===== config.mk =====
export PLATFORM = sky130hd
export DESIGN_NAME = sbos_top
export DESIGN_NICKNAME = d
export VERILOG_FILES = /design/src/common/sbos_pkg.sv /design/src/core/sbos_i2c_slave.sv /design/src/core/sbos_top.sv
export SDC_FILE = /design/constraint.sdc
export NUM_CORES = 1
export LEC_CHECK = 0
export BUFFER_PORTS_ARGS = -buffer_cell sky130_fd_sc_hd__buf_2
export CAP_MARGIN = 20
export CORE_MARGIN = 3
export CORE_UTILIZATION = 35
export DETAILED_ROUTE_END_ITERATION = 10
export PLACE_DENSITY = 0.59
export SLEW_MARGIN = 30
export SYNTH_ARGS = -nofsm -noshare
export SYNTH_HDL_FRONTEND = slang
export SYNTH_HIERARCHICAL = 1
export SYNTH_SLANG_ARGS = --single-unit

===== constraint.sdc =====
create_clock -name mclk_i -period 1.8 [get_ports mclk_i]
set_clock_uncertainty 0.1 [all_clocks]
set_input_delay 0 -clock mclk_i [delete_from_list [all_inputs] [get_ports mclk_i]]
set_output_delay 0 -clock mclk_i [all_outputs]
set_load 0.02 [all_outputs]

===== src/common/sbos_pkg.sv =====
// constants and types for serializer clock-source select and self-test logic
// assumes a 40 MHz system clock and digitised strap and back-channel levels
package sbos_pkg;
   // register offsets
   localparam logic [7:0] ADDR_CLK_OVR = 8'h03;  // clock override
   localparam logic [7:0] ADDR_STATUS  = 8'h0c;  // live status, read only
   localparam logic [7:0] ADDR_GPO     = 8'h0d;  // general purpose outputs
   localparam logic [7:0] ADDR_OSC_CTL = 8'h14;  // internal oscillator control
   // field positions
   localparam int OVR_BIT = 1;                    // stay on internal oscillator
   localparam int OSC_LSB = 1;                    // select field is [2:1]
   // reset values
   localparam logic [7:0] RST_OSC_CTL  = 8'h02;  // select field 01
   localparam logic [7:0] RST_CLK_OVR  = 8'h00;
   localparam logic [7:0] RST_GPO      = 8'h00;
   // only defined select code: 100 MHz 10-bit, 75 MHz 12-bit
   localparam logic [1:0] OSC_SEL_RUN  = 2'h1;
   // strap ratio in thousandths of supply
   localparam logic [9:0] STRAP_PCLK_MIN = 10'h2ee;  // 0.750
   localparam logic [9:0] STRAP_PCLK_MAX = 10'h3e8;  // 1.000
   localparam logic [9:0] STRAP_EXT_MIN  = 10'h124;  // 0.292
   localparam logic [9:0] STRAP_EXT_MAX  = 10'h153;  // 0.339
   // pixel clock loss timeout
   localparam int MCLK_MHZ       = 40;
   localparam int PCLK_LOSS_NS   = 1000;
   localparam int PCLK_LOSS_CYC  = (PCLK_LOSS_NS * MCLK_MHZ) / 1000;
   localparam logic [5:0] PCLK_LOSS_LAST = 6'(PCLK_LOSS_CYC - 1);
   // serial slave address
   localparam logic [6:0] I2C_DEV_ADDR = 7'h58;
   localparam logic [3:0] I2C_BITS     = 4'h8;
   // serial slave states
   typedef enum logic [2:0] {
      I2_IDLE = 3'h0,
      I2_ADDR = 3'h1,
      I2_ACK  = 3'h2,
      I2_RX   = 3'h3,
      I2_TX   = 3'h4,
      I2_MACK = 3'h5
   } sbos_i2c_e;
   // register write strobe with its data
   typedef struct packed {
      logic       wr;
      logic [7:0] addr;
      logic [7:0] data;
   } sbos_wr_s;
endpackage : sbos_pkg


===== src/core/sbos_i2c_slave.sv =====
// serial slave port: pointer write, sequential register write and read
// assumes scl and sda arrive asynchronously; drives sda low only
`timescale 1ns/1ps
`default_nettype none
module sbos_i2c_slave (
   input  wire logic         mclk_i,
   input  wire logic         rst_b_i,
   input  wire logic         ce_i,
   input  wire logic         scl_i,
   input  wire logic         sda_i,
   input  wire logic [7:0]   rdata_i,
   output sbos_pkg::sbos_wr_s wr_o,
   output logic [7:0]        rd_addr_o,
   output logic              sda_oe_o
);
   logic [1:0] scl_s;               // scl synchroniser
   logic [1:0] sda_s;               // sda synchroniser
   logic       scl_q;               // delayed scl for edges
   logic       sda_q;               // delayed sda for edges
   sbos_pkg::sbos_i2c_e st, next_st;
   logic [3:0] bcnt, next_bcnt;     // bits in current byte
   logic [7:0] shreg, next_shreg;   // byte shifter
   logic [7:0] ptr, next_ptr;       // register pointer
   logic       got_ptr, next_got_ptr;
   logic       rw, next_rw;         // 1 for a read transfer
   logic       next_oe;
   sbos_pkg::sbos_wr_s next_wr;
   logic rise, fall, start, stop;
   // fast mode
   // 40 MHz oversampling keeps 400 kbps bit cells many samples wide
   always_ff @(posedge mclk_i)
   begin
      if (!rst_b_i)
      begin
         scl_s <= 2'h3;
         sda_s <= 2'h3;
         scl_q <= 1'b1;
         sda_q <= 1'b1;
      end
      else if (ce_i)
      begin
         scl_s <= {scl_s[0], scl_i};
         sda_s <= {sda_s[0], sda_i};
         scl_q <= scl_s[1];
         sda_q <= sda_s[1];
      end
   end
   assign rise  = scl_s[1] & ~scl_q;
   assign fall  = ~scl_s[1] & scl_q;
   assign start = scl_s[1] & scl_q & sda_q & ~sda_s[1];
   assign stop  = scl_s[1] & scl_q & ~sda_q & sda_s[1];
   assign rd_addr_o = ptr;
   // protocol sequencing; data changes only after scl falls
   always_comb
   begin
      next_st      = st;
      next_bcnt    = bcnt;
      next_shreg   = shreg;
      next_ptr     = ptr;
      next_got_ptr = got_ptr;
      next_rw      = rw;
      next_oe      = sda_oe_o;
      next_wr      = '0;
      if (start)
      begin
         next_st      = sbos_pkg::I2_ADDR;
         next_bcnt    = 4'h0;
         next_got_ptr = 1'b0;
         next_oe      = 1'b0;
      end
      else if (stop)
      begin
         next_st = sbos_pkg::I2_IDLE;
         next_oe = 1'b0;
      end
      else if (rise)
      begin
         if (st == sbos_pkg::I2_ADDR || st == sbos_pkg::I2_RX)
         begin
            next_shreg = {shreg[6:0], sda_s[1]};
            next_bcnt  = bcnt + 4'h1;
         end
         else if (st == sbos_pkg::I2_TX)
            next_bcnt = bcnt + 4'h1;
         else if (st == sbos_pkg::I2_MACK && sda_s[1])
            next_st = sbos_pkg::I2_IDLE;  // master refused more data
      end
      else if (fall)
      begin
         unique case (st)
            sbos_pkg::I2_IDLE: ;
            sbos_pkg::I2_ADDR:
               if (bcnt == sbos_pkg::I2C_BITS)
               begin
                  if (shreg[7:1] == sbos_pkg::I2C_DEV_ADDR)
                  begin
                     next_oe = 1'b1;
                     next_rw = shreg[0];
                     next_st = sbos_pkg::I2_ACK;
                  end
                  else
                     next_st = sbos_pkg::I2_IDLE;
               end
            sbos_pkg::I2_RX:
               if (bcnt == sbos_pkg::I2C_BITS)
               begin
                  next_oe = 1'b1;
                  next_st = sbos_pkg::I2_ACK;
                  if (got_ptr)
                  begin
                     next_wr.wr   = 1'b1;
                     next_wr.addr = ptr;
                     next_wr.data = shreg;
                     next_ptr     = ptr + 8'h01;
                  end
                  else
                  begin
                     next_ptr     = shreg;
                     next_got_ptr = 1'b1;
                  end
               end
            sbos_pkg::I2_ACK, sbos_pkg::I2_MACK:
            begin
               next_bcnt = 4'h0;
               if (rw)
               begin
                  next_shreg = rdata_i;
                  next_oe    = ~rdata_i[7];
                  next_ptr   = ptr + 8'h01;
                  next_st    = sbos_pkg::I2_TX;
               end
               else
               begin
                  next_oe = 1'b0;
                  next_st = sbos_pkg::I2_RX;
               end
            end
            sbos_pkg::I2_TX:
               if (bcnt == sbos_pkg::I2C_BITS)
               begin
                  next_oe = 1'b0;
                  next_st = sbos_pkg::I2_MACK;
               end
               else
               begin
                  next_shreg = {shreg[6:0], 1'b0};
                  next_oe    = ~shreg[6];
               end
            default: next_st = sbos_pkg::I2_IDLE;
         endcase
      end
   end
   // protocol state registers
   always_ff @(posedge mclk_i)
   begin
      if (!rst_b_i)
      begin
         st       <= sbos_pkg::I2_IDLE;
         bcnt     <= 4'h0;
         shreg    <= 8'h00;
         ptr      <= 8'h00;
         got_ptr  <= 1'b0;
         rw       <= 1'b0;
         sda_oe_o <= 1'b0;
         wr_o     <= '0;
      end
      else if (ce_i)
      begin
         st       <= next_st;
         bcnt     <= next_bcnt;
         shreg    <= next_shreg;
         ptr      <= next_ptr;
         got_ptr  <= next_got_ptr;
         rw       <= next_rw;
         sda_oe_o <= next_oe;
         wr_o     <= next_wr;
      end
   end
endmodule : sbos_i2c_slave
`default_nettype wire


===== src/core/sbos_top.sv =====
// serializer clock-source selection, self-test pattern control, registers
// assumes back-channel levels, strap ratio and pixel clock are asynchronous
`timescale 1ns/1ps
`default_nettype none
module sbos_top (
   input  wire logic       mclk_i,
   input  wire logic       rst_b_i,
   input  wire logic       ce_i,
   input  wire logic       pclk_pin_i,        // pixel clock pin
   input  wire logic [9:0] mode_strap_i,      // strap ratio, thousandths
   input  wire logic       bc_bist_i,         // back channel test command
   input  wire logic [1:0] bc_osc_sel_i,      // back channel osc select
   input  wire logic       scl_i,
   input  wire logic       sda_i,
   output logic            sda_o,
   output logic            sda_oe_o,
   output logic            use_internal_osc_o,
   output logic [1:0]      osc_sel_o,
   output logic            osc_rate_ok_o,
   output logic            pattern_enable_o,
   output logic            ext_osc_mode_o,
   output logic            strap_valid_o,
   output logic [3:0]      gpo_o
);
   // input synchronisers
   logic [1:0] pclk_s;                // pixel clock pin
   logic       pclk_q;                // previous synced level
   logic [1:0] bist_s;                // test command level
   logic [1:0] sel_s1;                // select, first stage
   logic [1:0] sel_s2;                // select, second stage
   logic [9:0] strap_s1;              // strap, first stage
   logic [9:0] strap_s2;              // strap, second stage
   logic       pclk_edge;
   logic       bist_on;
   // pixel clock detector
   logic [5:0] idle_cnt, next_idle_cnt;
   logic       pclk_present, next_pclk_present;
   // registers and derived state
   logic [7:0] osc_ctl, next_osc_ctl;
   logic [7:0] clk_ovr, next_clk_ovr;
   logic [7:0] gpo, next_gpo;
   logic       strap_done, next_strap_done;
   logic       next_ext_mode;
   logic       next_strap_valid;
   logic       next_use_int;
   logic       next_rate_ok;
   logic       next_pattern;
   // serial port
   sbos_pkg::sbos_wr_s wr;
   logic [7:0] rd_addr;
   logic [7:0] rdata;
   logic       strap_pclk, strap_ext;
   // strap and command levels cross in two stages; the strap is static
   // so bitwise sampling of a multi-bit bus is safe, and the select
   // only matters while the command level is already stable
   always_ff @(posedge mclk_i)
   begin
      if (!rst_b_i)
      begin
         pclk_s   <= 2'h0;
         pclk_q   <= 1'b0;
         bist_s   <= 2'h0;
         sel_s1   <= 2'h0;
         sel_s2   <= 2'h0;
         // strap keeps sampling in reset so release decodes the pin, not zero
         strap_s1 <= mode_strap_i;
         strap_s2 <= strap_s1;
      end
      else if (ce_i)
      begin
         pclk_s   <= {pclk_s[0], pclk_pin_i};
         pclk_q   <= pclk_s[1];
         bist_s   <= {bist_s[0], bc_bist_i};
         sel_s1   <= bc_osc_sel_i;
         sel_s2   <= sel_s1;
         strap_s1 <= mode_strap_i;
         strap_s2 <= strap_s1;
      end
   end
   assign pclk_edge = pclk_s[1] ^ pclk_q;
   assign bist_on   = bist_s[1];
   // pixel clock presence: any edge sets, a quiet timeout clears
   always_comb
   begin
      next_idle_cnt     = idle_cnt;
      next_pclk_present = pclk_present;
      if (pclk_edge)
      begin
         next_idle_cnt     = 6'h00;
         next_pclk_present = 1'b1;
      end
      else if (idle_cnt == sbos_pkg::PCLK_LOSS_LAST)
         next_pclk_present = 1'b0;
      else
         next_idle_cnt = idle_cnt + 6'h01;
   end
   // detector registers
   always_ff @(posedge mclk_i)
   begin
      if (!rst_b_i)
      begin
         idle_cnt     <= 6'h00;
         pclk_present <= 1'b0;
      end
      else if (ce_i)
      begin
         idle_cnt     <= next_idle_cnt;
         pclk_present <= next_pclk_present;
      end
   end
   // strap windows; a ratio between windows is flagged invalid
   assign strap_pclk = (strap_s2 >= sbos_pkg::STRAP_PCLK_MIN) &&
                       (strap_s2 <= sbos_pkg::STRAP_PCLK_MAX);
   assign strap_ext  = (strap_s2 >= sbos_pkg::STRAP_EXT_MIN) &&
                       (strap_s2 <= sbos_pkg::STRAP_EXT_MAX);
   // register writes, strap capture and clock source choice
   always_comb
   begin
      next_osc_ctl     = osc_ctl;
      next_clk_ovr     = clk_ovr;
      next_gpo         = gpo;
      next_strap_done  = strap_done;
      next_ext_mode    = ext_osc_mode_o;
      next_strap_valid = strap_valid_o;
      if (wr.wr)
      begin
         if (wr.addr == sbos_pkg::ADDR_CLK_OVR)
            next_clk_ovr = wr.data;
         else if (wr.addr == sbos_pkg::ADDR_GPO)
            next_gpo = wr.data;
         else if (wr.addr == sbos_pkg::ADDR_OSC_CTL && !bist_on)
            next_osc_ctl = wr.data;
      end
      // remote select load
      // local writes lose to the far end so both ends agree on rate
      if (bist_on)
         next_osc_ctl[sbos_pkg::OSC_LSB +: 2] = sel_s2;
      // strap decode
      // caught once, on the first enabled cycle after release, then held
      if (!strap_done)
      begin
         next_strap_done  = 1'b1;
         next_ext_mode    = strap_ext;
         next_strap_valid = strap_pclk | strap_ext;
      end
      next_use_int = !pclk_present || clk_ovr[sbos_pkg::OVR_BIT] ||
                     (bist_on && osc_ctl[sbos_pkg::OSC_LSB +: 2] == sbos_pkg::OSC_SEL_RUN);
      next_rate_ok = osc_ctl[sbos_pkg::OSC_LSB +: 2] == sbos_pkg::OSC_SEL_RUN;
      next_pattern = bist_on;
   end
   // configuration registers
   always_ff @(posedge mclk_i)
   begin
      if (!rst_b_i)
      begin
         osc_ctl            <= sbos_pkg::RST_OSC_CTL;
         clk_ovr            <= sbos_pkg::RST_CLK_OVR;
         gpo                <= sbos_pkg::RST_GPO;
         strap_done         <= 1'b0;
         ext_osc_mode_o     <= 1'b0;
         strap_valid_o      <= 1'b0;
         use_internal_osc_o <= 1'b1;
         osc_rate_ok_o      <= 1'b0;
         pattern_enable_o   <= 1'b0;
      end
      else if (ce_i)
      begin
         osc_ctl            <= next_osc_ctl;
         clk_ovr            <= next_clk_ovr;
         gpo                <= next_gpo;
         strap_done         <= next_strap_done;
         ext_osc_mode_o     <= next_ext_mode;
         strap_valid_o      <= next_strap_valid;
         use_internal_osc_o <= next_use_int;
         osc_rate_ok_o      <= next_rate_ok;
         pattern_enable_o   <= next_pattern;
      end
   end
   assign osc_sel_o = osc_ctl[sbos_pkg::OSC_LSB +: 2];
   assign gpo_o     = gpo[3:0];
   assign sda_o     = 1'b0;
   // read mux; unmapped offsets read zero
   always_comb
   begin
      unique case (rd_addr)
         sbos_pkg::ADDR_CLK_OVR: rdata = clk_ovr;
         sbos_pkg::ADDR_OSC_CTL: rdata = osc_ctl;
         sbos_pkg::ADDR_GPO:     rdata = gpo;
         sbos_pkg::ADDR_STATUS:  rdata = {2'h0, strap_valid_o, ext_osc_mode_o,
                                          pattern_enable_o, bist_on,
                                          use_internal_osc_o, pclk_present};
         default:                rdata = 8'h00;
      endcase
   end
   sbos_i2c_slave u_i2c (
      .mclk_i    (mclk_i),
      .rst_b_i   (rst_b_i),
      .ce_i      (ce_i),
      .scl_i     (scl_i),
      .sda_i     (sda_i),
      .rdata_i   (rdata),
      .wr_o      (wr),
      .rd_addr_o (rd_addr),
      .sda_oe_o  (sda_oe_o)
   );
endmodule : sbos_top
`default_nettype wire


-- Word level (Yosys, flattened, before mapping)
Cells that the tools add are included.
- $add $sub $neg: 3
- order comparisons: 4
- equality and inequality tests: 39
- muxes and demuxes: 66
- bitwise operators: 21
- reduce and logical (&&, ||, !) cells: 40
- operators by type and width (cell ; count):
    $mux 17 ; 7
    $mux 8 ; 8
    $mux 3 ; 15
    $mux 10 ; 4
    $pmux 8 s2 ; 2
    $pmux 8 s4 ; 1
    $mux 4 ; 7
    $eq 8x4->1 const B ; 3
    $reduce_and 8->1 ; 3
    $eq 8x2->1 const B ; 2
    $eq 8x5->1 const B ; 2
    $mux 1 ; 16
    $ne 4x2->1 const B ; 4
    $ne 4x4->1 const B ; 4
    $reduce_bool 2->1 ; 8
    $pmux 3 s5 ; 1
    $reduce_and 5->1 ; 3
    $mux 6 ; 2
    $ne 2x2->1 const B ; 6
    $not 1->1 ; 12
    $reduce_bool 3->1 ; 4
    $ge 10x10->1 const B ; 1
    $ge 10x9->1 const B ; 1
    $le 10x10->1 const B ; 1
    35 further kinds ; 56
- flip-flop bits (word level): 115
- input port bits: 19
- output and inout bits: 13
- word-level logic and storage cells: 206

-- Longest topological paths before layout
Gate-level depths: netlist (run 1).
- word-level depth: 9
- gate-level depth with buffers: 9

-- By module
Netlist (run 1), hierarchy kept.
- by module, submodules not included (module ; instances ; cells each ; area each (sq um) ; sequential area each (sq um)):
    sbos_top ; 1 ; 264 ; 2905.3 ; 1521.5
    sbos_i2c_slave ; 1 ; 313 ; 2712.6 ; 980.9

-- Worst setup path before layout (run 1)
Ideal clock, no wire load.
- path kind: reg2reg
- from: reg u_i2c.ptr[2] (netlist: u_i2c/rd_addr_o[2])
- to: reg u_i2c.sda_oe_o
- setup time: 0.125 ns
- arrival: 1.777 ns
- setup slack: -0.202 ns
- stages on the path, launching flop included: 10
- path buffers: 1
- period minus slack after synthesis: 2.002 ns
- cells stage by stage: dfxtp_1 nor4bb_1 and3_1 clkbuf_1 nand2_1 nand2_1 nor2b_1 a221o_1 o2111ai_1 mux2i_1
- word-level cells in the longest chain between the ends: 9
- ends and longest elaborated chain (what ; RTL line ; RTL):
    from (decl) ; sbos_i2c_slave.sv:23 ; logic [7:0] ptr, next_ptr;
    from (signal assigned) ; sbos_i2c_slave.sv:172 ; ptr <= next_ptr;
    $eq 8x4->1 (tied with other cells) ; sbos_top.sv:185 ; unique case (rd_addr)
    $pmux 8 s4 (*) ; sbos_top.sv:185 ;
    named net rdata[7] ; sbos_top.sv:51 ; logic [7:0] rdata;
    $not 1->1 (*) ; sbos_i2c_slave.sv:128 ; next_oe = ~rdata_i[7];
    $mux 1 (*) ; sbos_i2c_slave.sv:125 ; if (rw)
    $pmux 1 s4 (*) ; sbos_i2c_slave.sv:90 ; unique case (st)
    $mux 1 (*) ; sbos_i2c_slave.sv:88 ; else if (fall)
    $mux 1 (*) ; sbos_i2c_slave.sv:76 ; else if (rise)
    $mux 1 (*) ; sbos_i2c_slave.sv:71 ; else if (stop)
    $mux 1 (*) ; sbos_i2c_slave.sv:64 ; if (start)
    to (signal assigned) ; sbos_i2c_slave.sv:175 ; sda_oe_o <= next_oe;
    to (decl) ; sbos_i2c_slave.sv:14 ; output logic sda_oe_o
Mark *: on every way through the listed nets, which the timed path passes. The rest lies on a longest branch. The select of a mux whose other input is x is not followed.
A chain may end at the register's enable or synchronous reset.

-- Worst setup path after layout (run 1)
- from: reg u_i2c.scl_s[1]
- to: reg u_i2c.st[2]
- word-level cells in the longest chain between the ends: 5
- ends and longest elaborated chain (what ; RTL line ; RTL):
    from (decl) ; sbos_i2c_slave.sv:16 ; logic [1:0] scl_s;
    from (signal assigned) ; sbos_i2c_slave.sv:42 ; scl_s <= {scl_s[0], scl_i};
    $and 1x1->1 ; sbos_i2c_slave.sv:50, sbos_i2c_slave.sv:51 ;
    $and 1x1->1, on equally long branches (2 in a row) ; sbos_i2c_slave.sv:51, sbos_i2c_slave.sv:50 ;
    $ne 5x2->1 (no source line) (tied with other cells) ; -- ;
    $reduce_and 9->1 (no source line) / $mux 3 (equally long branches) ; -- ;
    to (signal assigned) ; sbos_i2c_slave.sv:158 ; st <= sbos_pkg::I2_IDLE;
    to (signal assigned) ; sbos_i2c_slave.sv:169 ; st <= next_st;
    to (decl) ; sbos_i2c_slave.sv:20 ; sbos_pkg::sbos_i2c_e st, next_st;
Several ways; a longest one is shown, not always the timed one.

==> metrics.txt, run 1 <==
outcome finished with violations; failing checks negative setup slack; sequential power share 41.7%; post-placement cell count 861; CP required 2.04 ns; Die ar. 17600 um2; Final Max Tran Viols 0; Nets 733; Placer Congestion 0.907; synth-to-layout area growth 41.8%; Synth Area in Simple Gates 21.0%; Comb power frac ~7.5%; pre-CTS WS -0.166 ns; peak supply drop 0.692 mV; RSZ-0062 raised after global routing yes; H-Tree Depth 4; synth cell count leaders dfxtp_1 (95), mux2i_1 (45), nand2_1 (43), nor2_1 (40), nor2b_1 (39); Worst slew margin 65.4%; Hold Path Origin ce_i; via count a little under 5000; row cnt 45; Total Wirelength 15.5 mm; Die X-Extent 133 um; clock share of power 50.8%; initial antenna violation count 0; Syn Inst Count 577; critical path launch point type flip-flop; I/O Buffers 30; vias in the first global route around 4900; post-synthesis xor/xnor area fraction between 1 and 1.5%; first-pass GRT wire length 25.1 mm; worst setup path start u_i2c/scl_s[1]; Power Internal 4.90 mW; compound-cell area share of the yosys netlist 18.3%; largest family of logic cells by synthesized area simple AND/OR/NAND/NOR gates; io pins 32; Sink Count about 120; gr usage total approximately 18%; #FFs+latches synth 115; vias per cell 5.27; Ant. Diodes 0; Psw between 1.5 and 2 mW; Pwr Density 829 nW/um2; most frequent cell after synthesis dfxtp_1; CTS buffer count 17; share of cells above drive strength 1 a little over a third; Net Sw Frac 25.7%; Max Root-Sink Buffers 2; area share of the largest cell type after synthesis 33.9%; Die H 133 um; DR DRC count 0; post-synthesis mux area share 8.02%; largest net degree at the start of global routing 37; core area 15400 um2; synthesized area per cell 9.74 um2; Starting DRT DRC Count 290; CTS tree done; clock period minus worst slack 1.89 ns; Routed wire per std cell 16.7 um; Synth async-reset ratio 0%; non-filler cells, final 931; remaining global-route overflow 0; worst-margin pin slew 0.518 ns; Area contributors post-synth dfxtp_1 (34%), edfxtp_1 (11%), mux2i_1 (8.0%); Hold Vio Cnt, Final 0; post-route ant nets 0; Yosys Warn Count 6; maximum clock rate 528 MHz; leakage 3.15 nW; EDFF count, synth 20; Mapped Nets 603; Post-Synth Adder-Cell Area 1.56%; post-synth top area cell dfxtp_1; max_cap viols 0; Final Cycle Share 105%; Post-DP HPWL 10.4 mm; Reg clk slew, reported paths 0.06 ns; Fillers 1414; register area 2540 um2; sequential share of the synthesized area between 40 and 50%; PnR worst setup slack -0.0934 ns; clk_lat worst skew 0.41 ns; Critical R2R Launch u_i2c/scl_s[1]; Initial DRT Pass Iterations 5; Layout Utilization around half; Critical Path Fanout Max 4; Multi-input gate area 3240 um2; Synth cell types 79; Crit. End Element flip-flop; HP Class input pin to flip-flop; Root Driver clkbuf_16; mapped cell area 5620 um2; Final setup viols 26; Starting Density between 30% and 40%; WS Path Type flip-flop to flip-flop; Critical Path AT ~2.1 ns; ys flop type dfxtp_1
## power groups by stage
stage          Sequential (mW)  Clock (mW)  Combinational, mW
6_report                  2.75        3.36              0.497
5_1_grt                   2.76        3.53              0.543
4_1_cts                   2.75        3.41              0.470
3_5_place_dp              2.81           0              0.388
3_3_place_gp              2.81           0              0.379
2_1_floorplan             2.80           0              0.243
## placed cells by master (no fill, tap or decap), types with 5 or more instances in the layout
cell / count
a21oi_2: 11
inv_8: 5
nor3_1: 5
dfxtp_2: 5
o21ai_1: 9
dfxtp_4: 8
a21oi_1: 16
buf_6: 18
nand4_1: 7
nor2b_1: 38
o21a_1: 5
buf_4: 77
nor2_1: 39
a311oi_1: 9
clkbuf_16: 17
buf_12: 7
dlygate4sd3_1: 17
mux2i_1: 44
buf_2: 30
a22oi_2: 7
nand3_1: 13
dfxtp_1: 82
o211ai_1: 10
xor2_1: 6
edfxtp_1: 20
o21ai_0: 7
nand2_1: 39
inv_1: 7
a22oi_1: 20
## repair_timing
action	4_1_cts	5_1_grt
gates resized for setup	66	47
setup buffers	13	5
cloned	1	2
endpoints found under the hold margin	25	0
setup endpoints to repair	41	42
pin swaps	23	28
hold buffers	17	0
## layer usage
metal  GRT usage (%)  wire length (um)  part of all wire [%]  up-vias
li1                -                 -                     -     2386
met1            22.6              7140                    46     2375
met2            29.0              7510                    48      120
met3            4.30               602                   3.9       22
met4            5.83               265                   1.7        0
met5               0                 0                     0        -
## state kept, by name (all words and copies together) (netlist names), 2 cells and up
signal           flops
bist_s               2
pclk_s               2
sel_s2               2
sel_s1               2
u_i2c/bcnt           4
u_i2c/st             3
idle_cnt             6
osc_ctl              8
u_i2c/scl_s          2
strap_s1            10
u_i2c/wr_o          17
u_i2c/rd_addr_o      8
strap_s2            10
gpo                  8
u_i2c/shreg          8
u_i2c/sda_s          2
clk_ovr              8
## critical path: stages (launching register included)
cell     delay (ns)
dfxtp_4        0.39
inv_4          0.05
ha_4           0.23
nor2b_1        0.11
o41ai_1        0.08
a221o_1        0.31
or4_1          0.41
a21oi_1        0.14
## cell type report
| type | instances | share of cell area, % |
|---|---|---|
| clock inverters | 15 | 2.04 |
| inverters | 11 | 0.581 |
| well taps | 211 | 3.31 |
| repair buffers | 152 | 16.3 |
| flip-flops and latches | 115 | 31.9 |
| clock buffers | 17 | 5.34 |
| multi-input cells | 410 | 40.6 |
## path summary, 6_finish.rpt
path,end,slack [ns],cells after the start
setup / recovery,u_i2c/st[2],-0.09,7
hold / removal,u_i2c/scl_s[1],0.03,4
setup reg to reg,u_i2c/st[2],-0.09,7
hold reg to reg,strap_s2[3],0.32,0
## logic make-up after synthesis
logic type | count (synthesis)
DFF | 115
muxes | 45
buffers and inverters | 53
xor gates and xnor gates | 9
AOI/OAI and AO/OA | 139
and+or+nand+nor | 208
adders and majority gates | 7
other | 1
## per-stage QoR
stage	hold WS [ns]	instance area [um2]	setup TNS, ns	power, mW
2_1_floorplan	-0.00113	5740	-0.0146	3.04
3_3_place_gp	0.0782	6580	-3.57	3.18
3_5_place_dp	0.0787	6580	-4.43	3.20
4_1_cts	0.0243	7720	-0.803	6.63
5_1_grt	0.0411	7970	-3.42	6.83
6_report	0.0291	7970	-0.851	6.60
Power figures use the tool's default switching activity.
==> inputs of run 2 (changes only) <==
--- a/config.mk
+++ b/config.mk
@@ -5,6 +5,7 @@
 export SDC_FILE = /design/constraint.sdc
 export NUM_CORES = 1
 export LEC_CHECK = 0
+export ABC_AREA = 1
 export BUFFER_PORTS_ARGS = -buffer_cell sky130_fd_sc_hd__buf_2
 export CAP_MARGIN = 20
 export CORE_MARGIN = 3
==> metrics.txt, run 2 <==
outcome finished, final reports clean; DR DRC count 0; pre-CTS WS between 0.004 and 0.005 ns; peak supply drop 0.699 mV; PnR worst setup slack 0.0535 ns; leakage 3.31 nW; Area contributors post-synth dfxtp_1 (32%), nand2_1 (15%), edfxtp_1 (10%); post-synth top area cell dfxtp_1; Worst path top cell family by delay simple AND/OR/NAND/NOR gates; crit-path max cell delay 0.38 ns; Final setup viols 0; Final Cycle Share 97.0%; synthesized area per cell 7.02 um2; first-pass GRT wire length 23.8 mm; met1 Usage GRT 21.6%; met2 usage 26.2%; register area 2520 um2; Sink Count ~120; most frequent cells in the layout nand2_1 (228), nor2_1 (97), inv_1 (91); Total Wirelength between 10 and 15 mm; Placer Congestion just under 0.9; mapped cell area between 5000 and 6000 um2; Most flops, register u_i2c/wr_o; io pins 32; commonest non-fill, non-tap cell in the layout nand2_1; Mapped Nets 867; WS Path Type flip-flop to flip-flop; sequential share of the synthesized area a little over two fifths; post-synthesis mux area share 0%; ys flop type dfxtp_1; Post-DP HPWL 10.3 mm; initial antenna violation count 0; I/O Buffers 30; CTS tree done; Die H 136 um; Ant. Diodes 0; Hold Vio Cnt, Final 0; vias per cell roughly 4.7; Max Root-Sink Buffers 2; post-route ant nets 0; via count 5412; Critical Path AT 2.00 ns; Pwr Density 901 nW/um2; Synth async-reset ratio 0%; share of cells above drive strength 1 22.4%; Root Driver clkbuf_16; largest net degree at the start of global routing 28; remaining global-route overflow 0; total power 6.84 mW; Final Max Tran Viols 0; Yosys Warn Count 6; CP required 2.05 ns; Reg clk slew, reported paths 0.06 ns; synth cell count leaders nand2_1 (233), nor2_1 (101), dfxtp_1 (95), inv_1 (95), nand3_1 (70); EDFF count, synth 20; HP Class input pin to flip-flop; row cnt 46; Syn Inst Count 841; Crit. End Element flip-flop; Critical Path Fanout Max 8; vias in the first global route 4877; Nets between 900 and 1000; RSZ-0062 raised after global routing yes; critical path launch point type flip-flop; CP Cell Sequence inv_4, ha_4, inv_4, nand2_4, nor2_4, nand2_2, nor3_4, buf_12, clkbuf_16, nand2_2, a21oi_2; post-synthesis xor/xnor area fraction less than 1%; Routed wire per std cell 12.7 um; clock period minus worst slack 1.75 ns; Synth Area in Simple Gates 36.3%; compound-cell area share of the yosys netlist 8.90%; clk_lat worst skew 0.42 ns; CTS buffer count 17; #FFs+latches synth 115; Die ar. 18500 um2; largest family of logic cells by synthesized area simple AND/OR/NAND/NOR gates; Multi-input gate area between 2000 and 3000 um2; maximum clock rate 573 MHz; H-Tree Depth 4; Starting DRT DRC Count 271; Synth cell types 39; Initial DRT Pass Iterations 6; worst-margin pin slew slightly above 0.5 ns; met3 Track Usage GR 4.33%; max_cap viols 0; max reg flops 17; Fillers 1602; gr usage total between 10% and 20%; Die X-Extent 136 um; Starting Density 36.5%; core area 16200 um2; Largest regs u_i2c/wr_o (17), strap_s1 (10), strap_s2 (10); Worst slew margin 65.4%; Crit-path slowest cell dfxtp_4; most frequent cell after synthesis nand2_1; synth-to-layout area growth 28.6%; area share of the largest cell type after synthesis 32.2%; CP bufs+invs 4; busiest grt layer met2; Post-Synth Adder-Cell Area 1.48%
## run 2: cell types whose count changed after synthesis, moves of 13 or more
cell | previous run | this run
nor2_1 | 40 | 101
nand2_1 | 43 | 233
nand2_2 | 0 | 13
inv_1 | 11 | 95
a22oi_1 | 22 | 0
nand4_1 | 7 | 21
a21oi_1 | 28 | 41
o21ai_0 | 18 | 39
mux2i_1 | 45 | 0
nor2b_1 | 39 | 2
nor2_2 | 0 | 15
nand3_1 | 13 | 70
## run 2: metal layers
metal	vias up	wire length, um
met5	-	0
met4	0	139
met3	12	526
met2	79	6860
met1	2464	7230
li1	2857	-
## run 2: cells by family (layout without fill, tap and decap cells)
| logic type | Yosys count | in the layout |
|---|---|---|
| other | 1 | 1 |
| xor gates and xnor gates | 6 | 6 |
| buffers and inverters | 137 | 241 |
| adders and majority gates | 7 | 7 |
| DFF | 115 | 115 |
| and+or+nand+nor | 479 | 479 |
| AOI/OAI and AO/OA | 96 | 96 |
## run 2: worst reg2reg max path: cells and delay by family, from the launching register on
| kind | cells | cell delay (ns) |
|---|---|---|
| AOI/OAI and AO/OA | 1 | 0.10 |
| adders and majority gates | 1 | 0.17 |
| buffers and inverters | 4 | 0.42 |
| DFF | 1 | 0.38 |
| and+or+nand+nor | 5 | 0.51 |
## run 2: layout make-up
class,instances,area share (%)
repair buffers,103,10.9
clock inverters,13,1.65
flip-flops and latches,115,33.2
well taps,216,3.56
clock buffers,19,6.11
inverters,106,5.34
multi-input cells,589,39.3
## run 2: what timing repair did
action	CTS	global route
endpoints found under the setup margin	2	42
setup buffers	0	8
gates resized for setup	2	56
hold endpoints to repair	46	0
cloned	0	2
hold buffers	20	0
pin swaps	0	18
## run 2: path summary, 6_finish.rpt
check             startpoint        endpoint  slack, ns  cells past startpoint
min          mode_strap_i[6]     strap_s1[6]       0.19                      2
min reg2reg      strap_s1[7]     strap_s2[7]       0.32                      0
max reg2reg      u_i2c/scl_q  u_i2c/wr_o[14]       0.05                     11
max              u_i2c/scl_q  u_i2c/wr_o[14]       0.05                     11
## run 2: metrics by stage
step	TNS [ns]	std cells	instance area [um2]	util (%)	hold slack (ns)
2_1_floorplan	0	841	5910	-	-0.00113
3_3_place_gp	0	1099	6480	40.1	0.0768
3_5_place_dp	0	1099	6480	40.1	0.0785
4_1_cts	0	1151	7280	45.0	0.174
5_1_grt	-0.508	1161	7590	47.0	0.189
6_report	0	1161	7590	47.0	0.194
## run 2: report_power, final
group | switching (mW) | internal [mW]
clock | 1.29 | 2.03
sequential | 0.0764 | 2.73
combinational | 0.434 | 0.290
total | 1.80 | 5.05
